--- config.mk ---
export PLATFORM = sky130hd
export DESIGN_NAME = pebi_top
export DESIGN_NICKNAME = d
export VERILOG_FILES = /design/src/rtl/pebi_pkg.sv /design/src/rtl/pebi_top.sv
export SDC_FILE = /design/constraint.sdc
export NUM_CORES = 1
export LEC_CHECK = 0
export BUFFER_PORTS_ARGS = -buffer_cell sky130_fd_sc_hd__buf_2
export CELL_PAD_IN_SITES_DETAIL_PLACEMENT = 1
export CELL_PAD_IN_SITES_GLOBAL_PLACEMENT = 2
export CORE_MARGIN = 2
export CORE_UTILIZATION = 39
export DETAILED_ROUTE_END_ITERATION = 10
export GPL_TIMING_DRIVEN = 0
export PLACE_DENSITY = 0.81
export SYNTH_ARGS = -nofsm -noshare
export SYNTH_HDL_FRONTEND = slang
export SYNTH_SLANG_ARGS = --single-unit
--- constraint.sdc ---
create_clock -name REF_CLK -period 2.9 [get_ports REF_CLK]
set_input_delay 0.435 -clock REF_CLK [delete_from_list [all_inputs] [get_ports REF_CLK]]
set_output_delay 0.435 -clock REF_CLK [all_outputs]
set_load 0.005 [all_outputs]
--- src/rtl/pebi_pkg.sv ---
// Register map, timing counts and carrier types of the port and bus block
// ----------------------------------------------------------------------
// ----------------------------------------------------------------------
package pebi_pkg;

   // ---------------------------------------------------------------
   // Timing
   // ---------------------------------------------------------------
   localparam int unsigned CLKS_PER_OSC = 2;  // Clock cycles per osc period
   localparam int unsigned OSC_PER_MC   = 12;
   localparam int unsigned MC_CLKS      = CLKS_PER_OSC * OSC_PER_MC;
   localparam int unsigned HALF_CLKS    = MC_CLKS / 2;
   localparam int unsigned RST_MC       = 2;
   localparam int unsigned RST_CLKS     = RST_MC * MC_CLKS;
   localparam int unsigned PH_ALE_END   = 1;  // Strobe high, half phases 0..1
   localparam int unsigned PH_ADR_END   = 3;  // Address out, half phases 0..3
   localparam int unsigned PH_STB_BEG   = 4;  // Read strobes start

   // ---------------------------------------------------------------
   // Register indices, byte address is four times the index
   // ---------------------------------------------------------------
   localparam logic [7:0] IDX_P0   = 8'h80;
   localparam logic [7:0] IDX_AUX  = 8'h8e;
   localparam logic [7:0] IDX_P1   = 8'h90;
   localparam logic [7:0] IDX_P2   = 8'ha0;
   localparam logic [7:0] IDX_P3   = 8'hb0;
   localparam logic [7:0] IDX_FLD  = 8'hd8;
   localparam logic [7:0] IDX_FLAL = 8'hd9;
   localparam logic [7:0] IDX_FLAH = 8'hda;
   localparam logic [7:0] IDX_MODE = 8'he8;
   localparam logic [7:0] IDX_XCMD = 8'he9;
   localparam logic [7:0] IDX_XALO = 8'hea;
   localparam logic [7:0] IDX_XAHI = 8'heb;
   localparam logic [7:0] IDX_XWD  = 8'hec;
   localparam logic [7:0] IDX_XRD  = 8'hed;
   localparam logic [7:0] IDX_STAT = 8'hee;
   localparam logic [7:0] IDX_FDAT = 8'hef;
   localparam logic [7:0] IDX_PIN0 = 8'hf8;
   localparam logic [7:0] IDX_PIN1 = 8'hf9;
   localparam logic [7:0] IDX_PIN2 = 8'hfa;
   localparam logic [7:0] IDX_PIN3 = 8'hfb;
   localparam logic [7:0] IDX_PCL  = 8'hfc;
   localparam logic [7:0] IDX_PCH  = 8'hfd;
   localparam logic [7:0] IDX_VFY  = 8'hfe;

   // ---------------------------------------------------------------
   // Reset values and fields
   // ---------------------------------------------------------------
   localparam logic [7:0] PORT_RST = 8'hff;
   localparam logic [7:0] ZERO_RST = 8'h00;
   localparam logic [7:0] PD_KEEP  = 8'h0c;  // Interrupt pins stay live
   localparam int unsigned AUX_ALE_OFF = 0;
   localparam int unsigned MD_PDOWN    = 0;
   localparam int unsigned MD_EXTEX    = 1;
   localparam int unsigned MD_FLASH    = 2;
   localparam int unsigned MD_VERIFY   = 3;
   localparam int unsigned XC_GO       = 0;
   localparam int unsigned XC_WR       = 1;
   localparam int unsigned XC_P16      = 2;
   localparam int unsigned XC_CODE     = 3;

   // ---------------------------------------------------------------
   // Types
   // ---------------------------------------------------------------
   typedef enum {PEBI_CY_NORM, PEBI_CY_DATA, PEBI_CY_CODE} pebi_cyc_t;

   typedef struct packed {
      logic t2_clk;
      logic mosi;
      logic miso;
      logic sck;
      logic txd;
   } pebi_alt_out_t;

   typedef struct packed {
      logic t2;
      logic timer_two_trigger_input;
      logic sck;
      logic miso;
      logic mosi;
      logic ss;
      logic rxd;
      logic t1;
      logic t0;
      logic external_interrupt_one;
      logic external_interrupt_zero;
   } pebi_alt_in_t;

endpackage

--- src/rtl/pebi_top.sv ---
// Port latches, pin conditioning and external memory bus sequencer
`timescale 1ns/1ps
module pebi_top #(
   parameter int unsigned AW = 10  // Avalon byte address width
) (
   input  wire logic                    REF_CLK,
   input  wire logic                    RST_N,
   input  wire logic [AW-1:0]           AVS_ADDRESS,
   input  wire logic                    AVS_READ,
   input  wire logic                    AVS_WRITE,
   input  wire logic [31:0]             AVS_WRITEDATA,
   input  wire logic [3:0]              AVS_BYTEENABLE,
   output logic      [31:0]             AVS_READDATA,
   output logic                         AVS_WAITREQUEST,
   input  wire logic [7:0]              P0_I,
   output logic      [7:0]              P0_O,
   output logic      [7:0]              P0_OE,
   output logic                         P0_PULLUP,
   input  wire logic [7:0]              P1_I,
   output logic      [7:0]              P1_O,
   output logic      [7:0]              P1_OE,
   input  wire logic [7:0]              P2_I,
   output logic      [7:0]              P2_O,
   output logic      [7:0]              P2_OE,
   input  wire logic [7:0]              P3_I,
   output logic      [7:0]              P3_O,
   output logic      [7:0]              P3_OE,
   input  wire logic                    ADDR_LATCH_I,
   output logic                         ADDR_LATCH_O,
   output logic                         ADDR_LATCH_OE,
   output logic                         CODE_READ_STROBE_N,
   input  wire logic                    RST_PIN,
   output logic                         DEV_RESET,
   input  wire pebi_pkg::pebi_alt_out_t ALT_OUT,
   output pebi_pkg::pebi_alt_in_t       ALT_IN
);

   localparam int unsigned NS = 34;
   localparam int unsigned MC = pebi_pkg::MC_CLKS;
   localparam int unsigned HC = pebi_pkg::HALF_CLKS;
   localparam int unsigned RC = pebi_pkg::RST_CLKS;
   localparam int unsigned RW = $clog2(RC + 1);
   localparam logic [NS-1:0] SYNC_RST = {1'b0, {(NS-1){1'b1}}};

   // ---------------------------------------------------------------
   // Declarations
   // ---------------------------------------------------------------
   logic [NS-1:0] raw, s1_q, s2_q, s3_q, flt_q, flt_d;
   logic [7:0] p0_q, p1_q, p2_q, p3_q, aux_q, mode_q, xcmd_q;
   logic [7:0] xalo_q, xahi_q, xwd_q, xrd_q, fdat_q, vfy_q;
   logic [7:0] fld_q, flal_q, flah_q;
   logic [15:0] pc_q;
   logic [4:0] ph_q, ph_d, rel;
   logic [RW-1:0] rcnt_q, rcnt_d;
   pebi_pkg::pebi_cyc_t cy_q, cy_d;
   logic pend_q, pend_d, wait_q, program_pulse_input_q;
   logic [7:0] idx, rd_mux, wb;
   logic we, hit, go_ok, busy, wrap, half;
   logic pd, flash, verify, extex, wr, p16, ale_norm, ale_en;
   logic is_data, is_code, fetch, use_x, bus, p2hi;
   logic adr_win, wr_win, rw_win, rd_low, wr_low;
   logic smp_f, smp_d, program_pulse_input_fall;
   logic [7:0] p1_in, p2_in, p3_in, adr_lo, adr_hi, p1_v, p3_v;
   logic [7:0] p0_o_d, p0_oe_d, p2_o_d, p2_oe_d;
   pebi_pkg::pebi_alt_in_t alt_d;

   // ---------------------------------------------------------------
   // Pin conditioning
   // ---------------------------------------------------------------
   // Three stages, change accepted when stages two and three agree
   assign raw   = {RST_PIN, ADDR_LATCH_I, P3_I, P2_I, P1_I, P0_I};
   assign flt_d = ((s2_q ~^ s3_q) & s3_q) | ((s2_q ^ s3_q) & flt_q);

   always_ff @(posedge REF_CLK or negedge RST_N) begin
      if (!RST_N) begin
         s1_q  <= SYNC_RST;
         s2_q  <= SYNC_RST;
         s3_q  <= SYNC_RST;
         flt_q <= SYNC_RST;
      end else begin
         s1_q  <= raw;
         s2_q  <= s1_q;
         s3_q  <= s2_q;
         flt_q <= flt_d;
      end
   end

   // Power-down gates port one to three inputs to idle high, interrupt pins stay live
   assign pd    = mode_q[pebi_pkg::MD_PDOWN];
   assign p1_in = flt_q[15:8] | {8{pd}};
   assign p2_in = flt_q[23:16] | {8{pd}};
   assign p3_in = flt_q[31:24] | ({8{pd}} & ~pebi_pkg::PD_KEEP);

   // Alternate-function inputs handed to the peripherals
   assign alt_d = {p1_in[0], p1_in[1], p1_in[7:4], p3_in[0], p3_in[5:2]};

   // ---------------------------------------------------------------
   // Avalon slave
   // ---------------------------------------------------------------
   // One wait cycle per access; the write lands as waitrequest rises again
   assign idx = AVS_ADDRESS[AW-1:2];
   assign wb  = AVS_WRITEDATA[7:0];
   assign we  = AVS_WRITE & ~wait_q & AVS_BYTEENABLE[0];

   // Unoccupied indices read zero and swallow writes
   assign hit = (idx == pebi_pkg::IDX_P0) | (idx == pebi_pkg::IDX_AUX)
              | (idx == pebi_pkg::IDX_P1) | (idx == pebi_pkg::IDX_P2)
              | (idx == pebi_pkg::IDX_P3) | (idx >= pebi_pkg::IDX_FLD
              && idx <= pebi_pkg::IDX_FLAH) | (idx >= pebi_pkg::IDX_MODE
              && idx <= pebi_pkg::IDX_FDAT) | (idx >= pebi_pkg::IDX_PIN0
              && idx <= pebi_pkg::IDX_VFY);

   assign rd_mux =
      (idx == pebi_pkg::IDX_P0)   ? p0_q   :
      (idx == pebi_pkg::IDX_AUX)  ? aux_q  :
      (idx == pebi_pkg::IDX_P1)   ? p1_q   :
      (idx == pebi_pkg::IDX_P2)   ? p2_q   :
      (idx == pebi_pkg::IDX_P3)   ? p3_q   :
      (idx == pebi_pkg::IDX_FLD)  ? fld_q  :
      (idx == pebi_pkg::IDX_FLAL) ? flal_q :
      (idx == pebi_pkg::IDX_FLAH) ? flah_q :
      (idx == pebi_pkg::IDX_MODE) ? mode_q :
      (idx == pebi_pkg::IDX_XCMD) ? {xcmd_q[7:1], busy} :
      (idx == pebi_pkg::IDX_XALO) ? xalo_q :
      (idx == pebi_pkg::IDX_XAHI) ? xahi_q :
      (idx == pebi_pkg::IDX_XWD)  ? xwd_q  :
      (idx == pebi_pkg::IDX_XRD)  ? xrd_q  :
      (idx == pebi_pkg::IDX_STAT) ? {6'h00, DEV_RESET, busy} :
      (idx == pebi_pkg::IDX_FDAT) ? fdat_q :
      (idx == pebi_pkg::IDX_PIN0) ? flt_q[7:0] :
      (idx == pebi_pkg::IDX_PIN1) ? p1_in  :
      (idx == pebi_pkg::IDX_PIN2) ? p2_in  :
      (idx == pebi_pkg::IDX_PIN3) ? p3_in  :
      (idx == pebi_pkg::IDX_PCL)  ? pc_q[7:0]  :
      (idx == pebi_pkg::IDX_PCH)  ? pc_q[15:8] :
      (idx == pebi_pkg::IDX_VFY)  ? vfy_q  : 8'h00;

   always_ff @(posedge REF_CLK or negedge RST_N) begin
      if (!RST_N) begin
         wait_q       <= 1'b1;
         AVS_READDATA <= 32'h0000_0000;
      end else begin
         wait_q       <= ~(wait_q & (AVS_READ | AVS_WRITE));
         AVS_READDATA <= {24'h00_0000, rd_mux};
      end
   end
   assign AVS_WAITREQUEST = wait_q;

   // Port latches and control registers
   always_ff @(posedge REF_CLK or negedge RST_N) begin
      if (!RST_N) begin
         p0_q   <= pebi_pkg::PORT_RST;
         p1_q   <= pebi_pkg::PORT_RST;
         p2_q   <= pebi_pkg::PORT_RST;
         p3_q   <= pebi_pkg::PORT_RST;
         aux_q  <= pebi_pkg::ZERO_RST;
         mode_q <= pebi_pkg::ZERO_RST;
      end else if (we) begin
         if (idx == pebi_pkg::IDX_P0) p0_q <= wb;
         if (idx == pebi_pkg::IDX_P1) p1_q <= wb;
         if (idx == pebi_pkg::IDX_P2) p2_q <= wb;
         if (idx == pebi_pkg::IDX_P3) p3_q <= wb;
         if (idx == pebi_pkg::IDX_AUX) aux_q <= {7'h00, wb[0]};
         if (idx == pebi_pkg::IDX_MODE) mode_q <= {4'h0, wb[3:0]};
      end
   end

   // Access command registers
   always_ff @(posedge REF_CLK or negedge RST_N) begin
      if (!RST_N) begin
         xcmd_q <= pebi_pkg::ZERO_RST;
         xalo_q <= pebi_pkg::ZERO_RST;
         xahi_q <= pebi_pkg::ZERO_RST;
         xwd_q  <= pebi_pkg::ZERO_RST;
         vfy_q  <= pebi_pkg::PORT_RST;
      end else if (we) begin
         if (go_ok) xcmd_q <= {4'h0, wb[3:1], 1'b0};
         if (idx == pebi_pkg::IDX_XALO && !busy) xalo_q <= wb;
         if (idx == pebi_pkg::IDX_XAHI && !busy) xahi_q <= wb;
         if (idx == pebi_pkg::IDX_XWD && !busy) xwd_q <= wb;
         if (idx == pebi_pkg::IDX_VFY) vfy_q <= wb;
      end
   end

   // ---------------------------------------------------------------
   // Machine-cycle sequencer
   // ---------------------------------------------------------------
   // Twelve oscillator periods per machine cycle, two halves of six
   assign wrap = ph_q == 5'(MC - 1);
   assign ph_d = wrap ? 5'h00 : ph_q + 5'h01;
   assign half = ph_q >= 5'(HC);
   assign rel  = half ? ph_q - 5'(HC) : ph_q;

   // A command waits for the next cycle boundary; busy ones are dropped
   assign busy  = pend_q | (cy_q != pebi_pkg::PEBI_CY_NORM);
   assign go_ok = (idx == pebi_pkg::IDX_XCMD) & wb[pebi_pkg::XC_GO] & ~busy;
   assign pend_d = (we & go_ok) | (pend_q & ~wrap);
   assign cy_d =
      !wrap ? cy_q :
      !pend_q ? pebi_pkg::PEBI_CY_NORM :
      xcmd_q[pebi_pkg::XC_CODE] ? pebi_pkg::PEBI_CY_CODE :
      pebi_pkg::PEBI_CY_DATA;

   always_ff @(posedge REF_CLK or negedge RST_N) begin
      if (!RST_N) begin
         ph_q   <= 5'h00;
         pend_q <= 1'b0;
         cy_q   <= pebi_pkg::PEBI_CY_NORM;
      end else begin
         ph_q   <= ph_d;
         pend_q <= pend_d;
         cy_q   <= cy_d;
      end
   end

   // Mode decode
   assign flash   = mode_q[pebi_pkg::MD_FLASH];
   assign verify  = mode_q[pebi_pkg::MD_VERIFY];
   assign extex   = mode_q[pebi_pkg::MD_EXTEX];
   assign wr      = xcmd_q[pebi_pkg::XC_WR];
   assign p16     = xcmd_q[pebi_pkg::XC_P16];
   assign is_data = cy_q == pebi_pkg::PEBI_CY_DATA;
   assign is_code = cy_q == pebi_pkg::PEBI_CY_CODE;

   // Which half reads code memory, and from which address
   assign fetch = (is_code & ~half) | (extex & ~is_data);
   assign use_x = is_data | (is_code & ~half);
   assign bus   = (fetch | is_data) & ~flash;
   assign p2hi  = ~flash & (fetch | (is_data & p16));
   assign adr_lo = use_x ? xalo_q : pc_q[7:0];
   assign adr_hi = use_x ? xahi_q : pc_q[15:8];

   // Latch strobe: both halves normally, first half only on data
   assign ale_norm = ~aux_q[pebi_pkg::AUX_ALE_OFF] | extex;
   assign ale_en = is_data ? ~half : (is_code & ~half) | ale_norm;

   // Strobe windows; outputs follow one clock later
   assign adr_win = bus & ~(is_data & half) & (rel <= 5'(pebi_pkg::PH_ADR_END));
   assign rw_win = is_data & (ph_q >= 5'(pebi_pkg::PH_STB_BEG))
                 & (ph_q <= 5'(MC - 3));
   assign wr_win = bus & is_data & wr & (ph_q >= 5'(pebi_pkg::PH_STB_BEG))
                 & (ph_q <= 5'(MC - 2));
   assign rd_low = rw_win & ~wr;
   assign wr_low = rw_win & wr;

   // Sample points sit one clock before the strobe output rises
   assign smp_f = bus & fetch & (rel == 5'(HC - 1));
   assign smp_d = bus & is_data & ~wr & (ph_q == 5'(MC - 2));

   always_ff @(posedge REF_CLK or negedge RST_N) begin
      if (!RST_N) begin
         xrd_q  <= pebi_pkg::ZERO_RST;
         fdat_q <= pebi_pkg::ZERO_RST;
      end else begin
         if (smp_d || (smp_f && use_x)) xrd_q <= flt_q[7:0];
         if (smp_f && !use_x) fdat_q <= flt_q[7:0];
      end
   end

   // Fetch address, software write wins over the increment
   always_ff @(posedge REF_CLK or negedge RST_N) begin
      if (!RST_N) begin
         pc_q <= 16'h0000;
      end else if (we && idx == pebi_pkg::IDX_PCL) begin
         pc_q <= {pc_q[15:8], wb};
      end else if (we && idx == pebi_pkg::IDX_PCH) begin
         pc_q <= {wb, pc_q[7:0]};
      end else if (smp_f && !use_x) begin
         pc_q <= pc_q + 16'h0001;
      end
   end

   // ---------------------------------------------------------------
   // Pin drivers
   // ---------------------------------------------------------------
   // Port zero: open drain as a port, full drive as the bus
   assign p0_o_d = adr_win ? adr_lo : wr_win ? xwd_q : 8'h00;
   assign p0_oe_d =
      flash ? (verify ? ~vfy_q : 8'h00) :
      (adr_win | wr_win) ? 8'hff :
      bus ? 8'h00 : ~p0_q;

   // Port two emits the high byte strongly, else its own latch
   assign p2_o_d  = p2hi ? adr_hi : 8'h00;
   assign p2_oe_d = flash ? 8'h00 : p2hi ? 8'hff : ~p2_q;

   // Quasi-bidirectional ports: drive lows, leave ones to pull-ups
   assign p1_v = p1_q & {ALT_OUT.sck, ALT_OUT.miso, ALT_OUT.mosi,
                         4'hf, ALT_OUT.t2_clk};
   assign p3_v = p3_q & {~rd_low, ~wr_low, 4'hf, ALT_OUT.txd, 1'b1};

   always_ff @(posedge REF_CLK or negedge RST_N) begin
      if (!RST_N) begin
         P0_O  <= 8'h00;
         P0_OE <= 8'h00;
         P1_O  <= 8'h00;
         P1_OE <= 8'h00;
         P2_O  <= 8'h00;
         P2_OE <= 8'h00;
         P3_O  <= 8'h00;
         P3_OE <= 8'h00;
      end else begin
         P0_O  <= p0_o_d;
         P0_OE <= p0_oe_d;
         P1_O  <= 8'h00;
         P1_OE <= flash ? 8'h00 : ~p1_v;
         P2_O  <= p2_o_d;
         P2_OE <= p2_oe_d;
         P3_O  <= 8'h00;
         P3_OE <= ~p3_v;
      end
   end

   // Bus strobes; pin released in flash mode to take the pulse
   always_ff @(posedge REF_CLK or negedge RST_N) begin
      if (!RST_N) begin
         P0_PULLUP          <= 1'b0;
         ADDR_LATCH_O       <= 1'b0;
         ADDR_LATCH_OE      <= 1'b0;
         CODE_READ_STROBE_N <= 1'b1;
         ALT_IN             <= '1;
      end else begin
         P0_PULLUP     <= bus;
         ADDR_LATCH_O  <= ~flash & ale_en
                        & (rel <= 5'(pebi_pkg::PH_ALE_END));
         ADDR_LATCH_OE <= ~flash & (ale_norm | ~(cy_q ==
                          pebi_pkg::PEBI_CY_NORM));
         CODE_READ_STROBE_N <= ~(bus & fetch
                        & (rel >= 5'(pebi_pkg::PH_STB_BEG))
                        & (rel <= 5'(HC - 2)));
         ALT_IN        <= alt_d;
      end
   end

   // ---------------------------------------------------------------
   // Flash capture and reset qualification
   // ---------------------------------------------------------------
   // Falling program pulse captures byte and address from the ports
   assign program_pulse_input_fall = flash & program_pulse_input_q & ~flt_q[32];

   always_ff @(posedge REF_CLK or negedge RST_N) begin
      if (!RST_N) begin
         program_pulse_input_q <= 1'b1;
         fld_q  <= pebi_pkg::ZERO_RST;
         flal_q <= pebi_pkg::ZERO_RST;
         flah_q <= pebi_pkg::ZERO_RST;
      end else begin
         program_pulse_input_q <= flt_q[32];
         if (program_pulse_input_fall) begin
            fld_q  <= flt_q[7:0];
            flal_q <= flt_q[15:8];
            flah_q <= flt_q[23:16];
         end
      end
   end

   // Short glitches on the reset pin must not reset the core
   assign rcnt_d = !flt_q[33] ? '0 :
                   (rcnt_q == RW'(RC)) ? rcnt_q : rcnt_q + RW'(1);

   always_ff @(posedge REF_CLK or negedge RST_N) begin
      if (!RST_N) begin
         rcnt_q    <= '0;
         DEV_RESET <= 1'b0;
      end else begin
         rcnt_q    <= rcnt_d;
         DEV_RESET <= rcnt_d == RW'(RC);
      end
   end
endmodule

* Yosys cells after proc, flatten, opt, wreduce, memory -nomap -nowiden
Cells that the tools add are included.
Word-level totals: output and inout port bits 113, input port bits 89, word-level logic and storage cells 242, register bits after elaboration 382
Operators by class: bitwise gates (word level) 76, equal/unequal tests 31, order comparisons 8, add/subtract/negate cells 4, mux-type cells 45, reductions and logical operators 27
Operator list (number):
- $mux W8 | 36
- $eq A8 B8 Y1 const B | 23
- $and A34 B34 Y34 | 2
- $not A8 Y8 | 5
- $and A1 B1 Y1 | 34
- $or A34 B34 Y34 | 1
- $xnor A34 B34 Y34 | 1
- $xor A34 B34 Y34 | 1
- $eq A32 B2 Y1 const B | 1
- $eq A32 B3 Y1 const B | 1
- $logic_not A32 Y1 | 1
- $mux W16 | 2
- $reduce_bool A32 Y1 | 1
- $reduce_and A2 Y1 | 13
- $or A8 B8 Y8 | 3
- $add A16 B1 Y16 const B | 1
- $and A8 B8 Y8 | 2
- $not A1 Y1 | 16
- $eq A6 B6 Y1 const B | 2
- $mux W6 | 2
- $or A1 B1 Y1 | 11
- $eq A5 B5 Y1 const B | 2
- $ge A5 B3 Y1 const B | 2
- $le A5 B5 Y1 const B | 2
- other kinds (16) | 26

* Longest topological paths before layout
Gate-level depths: netlist (run 1).
depth in word-level cells 24, depth in mapped cells 10, mapped depth without buffers 8

* Least setup slack after synthesis (run 1)
No wires, ideal clock.
kind register -> register, start register ph_q[3], end register P0_O[0], required time 2.821 ns, arrival time 2.350 ns, setup slack 0.471 ns, path buffers 1, period minus slack after synthesis 2.429 ns, stages on the path, launching flop included 10, library setup time 0.079 ns, path through dfrtp_1 clkbuf_1 inv_1 ha_1 or3b_2 a41oi_1 nand3_1 nor2_1 a21boi_1 o2bb2ai_1
On the way: word-level cells in the longest chain between the ends 12, elaborated cells between the ends (all ways) 23, those cells by class add/sub: 1; order compare: 4; mux: 4; bitwise: 14
RTL lines:
- from (decl) | RTL line pebi_top.sv:53 | logic [4:0] ph_q, ph_d, rel;
- from (signal assigned) | RTL line pebi_top.sv:210 | ph_q <= ph_d;
- $ge A5 B4 Y1 | RTL line pebi_top.sv:191 | assign half = ph_q >= 5'(HC);
- $not A1 Y1 | RTL line pebi_top.sv:226, pebi_top.sv:227
- $and A1 B1 Y1 | RTL line pebi_top.sv:226, pebi_top.sv:227
- $or A1 B1 Y1 | RTL line pebi_top.sv:226 | assign fetch = (is_code & ~half) | (extex & ~is_data);
- $or A1 B1 Y1 | RTL line pebi_top.sv:228 | assign bus = (fetch | is_data) & ~flash;
- $and A1 B1 Y1 | RTL line pebi_top.sv:228
- $and A1 B1 Y1 (3 in a row) | RTL line pebi_top.sv:241 | assign wr_win = bus & is_data & wr & (ph_q >= 5'(pebi_pkg::PH_STB_BEG))
- $and A1 B1 Y1 | RTL line pebi_top.sv:242 | & (ph_q <= 5'(MC - 2));
- $mux W8 | RTL line pebi_top.sv:277 | assign p0_o_d = adr_win ? adr_lo : wr_win ? xwd_q : 8'h00;
- $mux W8 (*) | RTL line pebi_top.sv:277
- via p0_o_d[0] | RTL line pebi_top.sv:64 | logic [7:0] p0_o_d, p0_oe_d, p2_o_d, p2_oe_d;
- to (signal assigned) | RTL line pebi_top.sv:303 | P0_O <= p0_o_d;
- to (decl) | RTL line pebi_top.sv:16 | output logic [7:0] P0_O,
The timed path passes the listed nets; every way through them passes the cells marked *. A chain may end at the register's enable or synchronous reset.

* Worst setup path in the final report (run 1)
start register ph_q[3], end register P0_OE[1]
On the way: word-level cells in the longest chain between the ends 13, elaborated cells between the ends (all ways) 23, those cells by class add/sub: 1; order compare: 4; mux: 4; bitwise: 14
RTL lines:
- $ge A5 B4 Y1 | RTL line pebi_top.sv:191
- $not A1 Y1 | RTL line pebi_top.sv:226
- $and A1 B1 Y1 | RTL line pebi_top.sv:226
- $or A1 B1 Y1 | RTL line pebi_top.sv:226
- $or A1 B1 Y1 | RTL line pebi_top.sv:228
- $and A1 B1 Y1 | RTL line pebi_top.sv:228
- $and A1 B1 Y1 (3 in a row) | RTL line pebi_top.sv:241
- $and A1 B1 Y1 | RTL line pebi_top.sv:242
- $or A1 B1 Y1 | RTL line pebi_top.sv:280 | (adr_win | wr_win) ? 8'hff :
- $mux W8 (*) | RTL line pebi_top.sv:280
- $mux W8 (*) | RTL line pebi_top.sv:279 | flash ? (verify ? ~vfy_q : 8'h00) :
- via p0_oe_d[1] | RTL line pebi_top.sv:64
- to (signal assigned) | RTL line pebi_top.sv:304 | P0_OE <= p0_oe_d;
- to (decl) | RTL line pebi_top.sv:17 | output logic [7:0] P0_OE,
Marks and branches as above.

==> flow_metrics.py, run 1 <==
metrics = {
    "worst_setup_path": {
        "cp.arrival_ps": 3260,
        "crit_family": "compound AO/OA/AOI/OAI gates",
        "criticalPathCategory": "flop to flop",
        "cp-end-kind": "flop",
        "slowest_stage": "or3_1",
        "slowest_delay_ps": 360,
        "path_buf_inv": 3,
        "worstPathMaxFanout": 9,
        "worstPathCellList": "clkbuf_2 > inv_2 > ha_2 > nand4bb_1 > o311a_1 > or3_1 > a21oi_2 > nor4bb_1 > buf_2 > a221oi_1",
        "worstPathRequired_ps": 3330,
        "crit_path_start_kind": "flop",
    },
    "finish": {
        "final_common_cell": "dfstp_2",
        "fin_area_um2": 19000,
        "n_fill_cell": 4231,
        "layout_common_cells": "186 x dfstp_2, 166 x dfrtp_1, 136 x buf_2",
        "stdcell_count": 2112,
        "seq_area_um2": 9040,
        "layout-drive-gt1-share": 0.368,
        "multiInputGateArea_um2": 6160,
        "final_util": 0.479,
        "n_antenna_cell": 0,
        "nets": 1686,
        "areaGrowthSynthToFinish_pct": 21.4,
    },
    "pwr": {
        "vdd_ir_drop_max_mv": 0.486,
        "power-per-cell-area_nw_per_um2": 616,
        "power_mw": 11.7,
        "p_leak_nw": 8.57,
    },
    "route": {
        "drtPass1Iterations": 5,
        "wire_per_inst_um": 24.8,
        "drt-total-wl_um": 52400,
        "route.detailed.drc": 0,
        "vias": 11600,
        "antenna_left": 0,
        "drtIter0Drc": 670,
        "viasPerCell": 5.51,
    },
    "placed_design": {
        "hpwl_um": 37400,
        "placedInstanceArea_um2": 17200,
        "dpl.cell_count": 1999,
        "post-place-ws_ps": -973,
        "numPortBuffers": 124,
        "globalplace.congestion": 0.927,
    },
    "clock_tree": {
        "clockRootBuffer": "clkbuf_16",
        "clkLatencyLatePin_ps": 580,
        "h-tree-depth": 2,
        "clk_pin_slew_ps": 60,
        "cts_buffers": 40,
        "cts_sinks": 352,
        "cts_tree": "done",
        "clk_path_buf_depth": 3,
    },
    "die": {
        "dieWidth_um": 204,
        "fp.coreArea_um2": 39700,
        "die_h_um": 204,
        "dieArea_um2": 41800,
        "initial_utilization": 0.394,
        "ios": 202,
        "num_rows": 73,
    },
    "timing": {
        "drv_slew": 0,
        "finClkSkew_ps": 24.3,
        "fmax_mhz": 354,
        "setup_violations": 0,
        "min_period_over_period": 0.975,
        "hold_ws_ps": 29.6,
        "maxSlewHeadroom": 0.0473,
        "worst_pin_slew_ps": 1430,
        "finalCriticalPeriod_ps": 2830,
        "setup_slack_ps": 71.8,
        "hold_violations": 0,
        "finalSetupTns_ps": 0,
    },
    "logic_synthesis": {
        "seq_area_frac_synth": 0.577,
        "syn_inst": 1309,
        "async_flop_share": 1.00,
        "synth-edff-count": 0,
        "ys_ff_latch": 352,
        "yosysWarnings": 0,
        "avgSynthCellArea_um2": 12.0,
        "synthDistinctLibCells": 82,
        "synth_area_um2": 15700,
        "yosys_most_used_dff": "dfstp_2",
    },
    "run": {
        "maxCapViolCount": 0,
    },
    "global_route": {
        "grt_pass1_vias": 12200,
        "grt_overflow": 0,
        "grt_pass1_wl_um": 78600,
        "track_usage": 0.256,
        "grt_max_degree": 130,
        "antenna_found_initial": 1,
    },
    "run_status": {
        "status": "finished clean",
    },
    "hold_path": {
        "hold_path.class": "input pin to flop",
    },
}
==> kinds of logic (layout without fill, tap and decap cells) <==
| kind of cell | Yosys count | after routing | synth area share |
|---|---|---|---|
| multiplexers | 137 | 137 | 0.0990 |
| buffers and inverters | 143 | 382 | 0.0452 |
| XOR/XNOR | 18 | 18 | 0.0101 |
| other | 1 | 40 | 0.000239 |
| AO/OA/AOI/OAI | 289 | 289 | 0.126 |
| AND/OR/NAND/NOR | 327 | 327 | 0.109 |
| flip-flops | 352 | 352 | 0.577 |
| adder cells (fa/ha/maj) | 42 | 42 | 0.0335 |
==> flip-flops by register name (all words and copies together), names as in the netlist, 11 cells and up <==
name    count
s2_q       34
s3_q       34
pc_q       16
flt_q      34
ALT_IN     11
s1_q       34
==> repair_timing <==
action	CTS	global route
buffers inserted	0	1
hold buffers	38	0
endpoints found under the hold margin	117	0
resized for setup	15	17
pin swaps	0	1
gates cloned	0	0
setup endpoints to repair	37	21
==> power by group <==
| group | total, mW | internal [mW] | leakage (nW) | switching, mW |
|---|---|---|---|---|
| registers | 5.58 | 5.35 | 4.08 | 0.234 |
| logic | 0.967 | 0.417 | 3.83 | 0.550 |
| clock network | 5.17 | 3.10 | 0.664 | 2.07 |
==> Yosys cell counts, types with 7 or more instances <==
library cell	number	area, µm²
dfstp_2	186	4890
dfrtp_1	166	4150
mux2_2	103	1160
nand2_1	90	338
nor2_1	73	274
o21ai_0	65	325
a21oi_1	46	230
clkbuf_1	45	169
ha_1	42	526
buf_4	41	308
a21o_1	38	285
inv_1	30	113
mux2i_1	29	290
nor3_1	28	140
nand3_1	21	105
nand2b_1	17	106
nor2b_1	16	100
o22ai_1	15	93.8
xnor2_1	15	131
buf_2	14	70.1
buf_1	13	48.8
a221oi_1	11	96.3
o211ai_1	11	82.6
a22oi_1	9	67.6
nor4_1	9	56.3
o311ai_0	9	78.8
a211oi_1	8	60.1
nand4_1	8	50.1
o32ai_1	8	70.1
or3_1	8	50.1
a31oi_1	7	43.8
and3_1	7	43.8
o2bb2ai_1	7	61.3
or2_2	7	43.8
==> final cells by class <==
cell class,instances,area share
plain buffers,113,0.0323
multi-input cells,853,0.324
well taps,525,0.0345
inverters,30,0.00592
clock buffers,61,0.0643
clock inverters,13,0.00730
flip-flops and latches,352,0.475
repair buffers,165,0.0564
==> final timing paths <==
kind	cells past startpoint	slack [ps]	from	to
max in group asynchronous	3	1210	RST_N	s1_q[33]
min in group asynchronous	2	450	RST_N	pc_q[12]
hold / removal	2	30	ALT_OUT[2]	P1_OE[6]
setup reg to reg	10	70	ph_q[3]	P0_OE[1]
setup / recovery	10	70	ph_q[3]	P0_OE[1]
hold reg to reg	0	350	s1_q[33]	s2_q[33]
==> layer usage <==
layer,vias to the layer above,global-route usage,routed length (µm)
met4,2,0.0885,1540
met1,6085,0.346,23000
met3,79,0.0384,2700
li1,5141,-,-
met5,-,0,8
met2,334,0.419,25100
==> worst register-to-register path: cells and delay by family (launching register included) <==
family	cells	cell delay, ps
adders and majority gates	1	350
and+or+nand+nor	3	560
buffers and inverters	3	540
DFF	1	350
AOI/OAI and AO/OA	3	870
No activity file was read; power rests on OpenSTA's default activity.
==> inputs of run 2 (changes only) <==
--- a/config.mk
+++ b/config.mk
@@ -8,8 +8,8 @@
 export BUFFER_PORTS_ARGS = -buffer_cell sky130_fd_sc_hd__buf_2
 export CELL_PAD_IN_SITES_DETAIL_PLACEMENT = 1
 export CELL_PAD_IN_SITES_GLOBAL_PLACEMENT = 2
-export CORE_MARGIN = 2
 export CORE_UTILIZATION = 39
+export CTS_CLUSTER_SIZE = 12
 export DETAILED_ROUTE_END_ITERATION = 10
 export GPL_TIMING_DRIVEN = 0
 export PLACE_DENSITY = 0.81
==> flow_metrics.py, run 2 (synthesized netlist as in run 1, its figures left out) <==
metrics = {
    "pwr": {
        "p_switching_mw": 2.80,
        "p_leak_nw": 8.57,
        "vdd_ir_drop_max_mv": 0.456,
        "clkPwrFrac": 0.435,
        "seqPwrFrac": 0.482,
        "power-per-cell-area_nw_per_um2": 609,
        "comb_power_share": 0.083,
        "p_int_mw": 8.77,
        "swShare": 0.242,
    },
    "route": {
        "drtIter0Drc": 728,
        "antenna_left": 0,
        "route.detailed.drc": 0,
        "drtPass1Iterations": 5,
        "wire_per_inst_um": 24.4,
        "drt-total-wl_um": 51500,
        "vias": 11700,
        "viasPerCell": 5.54,
    },
    "timing": {
        "hold_ws_ps": 28.8,
        "drv_slew": 0,
        "rsz0062_at_grt": "true",
        "worst_pin_slew_ps": 1150,
        "hold_violations": 0,
        "finalSetupTns_ps": 0,
        "finalCriticalPeriod_ps": 2870,
        "maxSlewHeadroom": 0.230,
        "finClkSkew_ps": 26.6,
        "min_period_over_period": 0.988,
        "setup_violations": 0,
        "fmax_mhz": 349,
    },
    "die": {
        "initial_utilization": 0.395,
        "ios": 202,
        "dieArea_um2": 41000,
        "die_h_um": 202,
        "num_rows": 73,
        "dieWidth_um": 202,
        "fp.coreArea_um2": 39600,
    },
    "placed_design": {
        "numPortBuffers": 124,
        "globalplace.congestion": 0.975,
        "hpwl_um": 37300,
        "dpl.cell_count": 1999,
    },
    "clock_tree": {
        "clk_pin_slew_ps": 60,
        "clkLatencyLatePin_ps": 570,
        "cts_buffers": 40,
        "cts_tree": "done",
        "clk_path_buf_depth": 3,
        "clockRootBuffer": "clkbuf_16",
        "h-tree-depth": 2,
        "cts_sinks": 352,
    },
    "hold_path": {
        "hold_path.class": "input pin to flop",
    },
    "finish": {
        "areaGrowthSynthToFinish_pct": 21.3,
        "n_antenna_cell": 0,
        "nets": 1686,
        "final_common_cell": "dfstp_2",
        "layout_common_cells": "186 x dfstp_2, 166 x dfrtp_1, 136 x buf_2",
        "stdcell_count": 2110,
        "n_fill_cell": 4245,
        "layout-drive-gt1-share": 0.367,
    },
    "worst_setup_path": {
        "worstPathMaxFanout": 10,
        "reg2reg_slack_ps": 80,
        "worstPathRequired_ps": 3300,
        "cp-end-kind": "flop",
        "criticalPathCategory": "input pin to flop",
        "cp.arrival_ps": 3260,
        "crit_path_start_kind": "input pin",
    },
    "global_route": {
        "grt_pass1_vias": 12300,
        "grt_overflow": 0,
        "antenna_found_initial": 1,
        "grt_pass1_wl_um": 78700,
        "grt_max_degree": 127,
        "track_usage": 0.257,
    },
    "run": {
        "maxCapViolCount": 0,
    },
    "run_status": {
        "status": "finished clean",
    },
}
## run 2: layer usage
layer | track usage | vias up | share of wire
met4 | 0.108 | 2 | 0.037
met2 | 0.403 | 403 | 0.47
met5 | 0 | - | 0.00025
met3 | 0.0390 | 99 | 0.056
met1 | 0.356 | 6028 | 0.44
li1 | - | 5154 | -
## run 2: power by group through the flow
| stage | sequential, mW | combinational, mW | clock [mW] |
|---|---|---|---|
| final | 5.58 | 0.960 | 5.03 |
| after global placement | 5.63 | 0.882 | 0 |
| after global routing | 5.62 | 1.06 | 5.38 |
| after CTS | 5.58 | 0.960 | 5.19 |
| after floorplan | 5.55 | 0.514 | 0 |
| after detailed placement | 5.65 | 0.914 | 0 |
## run 2: final cells by class
class | count | area [µm²] | area share
clock buffer | 62 | 1230 | 0.0646
buffer | 113 | 611 | 0.0321
timing repair buffer | 165 | 1070 | 0.0564
inverter | 30 | 113 | 0.00593
multi-input combinational | 853 | 6180 | 0.326
tap | 525 | 657 | 0.0346
sequential | 352 | 9040 | 0.476
clock inverter | 10 | 95.1 | 0.00500
## run 2: worst max-delay path, stage by stage
cell and delay, ps:
buf_2 170, clkbuf_1 440, clkbuf_1 470, nand4b_1 170
o311ai_0 160, o311ai_0 380, a31oi_1 280, a211oi_1 110
o311ai_1 650
## run 2: stage by stage
step	total power [mW]	setup WS, ps	util	instance area [µm²]
3_3_place_gp	6.51	-5180	0.431	17100
3_5_place_dp	6.57	-907	0.433	17200
5_1_grt	12.1	-29.5	0.479	19000
6_report	11.6	33.6	0.479	19000
4_1_cts	11.7	0.270	0.477	18900
2_1_floorplan	6.06	471	-	15800
## run 2: final timing paths
| kind | endpoint | startpoint | depth (start not counted) |
|---|---|---|---|
| setup reg to reg | P0_OE[0] | ph_q[2] | 8 |
| setup / recovery | AVS_READDATA[1] | AVS_ADDRESS[4] | 9 |
| hold / removal | P1_OE[0] | ALT_OUT[4] | 2 |
| hold reg to reg | s2_q[33] | s1_q[33] | 0 |
| max in group asynchronous | flah_q[5] | RST_N | 3 |
| min in group asynchronous | pc_q[11] | RST_N | 2 |
## run 2: what timing repair did
action | CTS | global route
setup endpoints to repair | 35 | 45
resized for setup | 15 | 19
hold buffers | 37 | 0
buffers inserted | 0 | 2
hold endpoints to repair | 105 | 0
pin swaps | 0 | 2
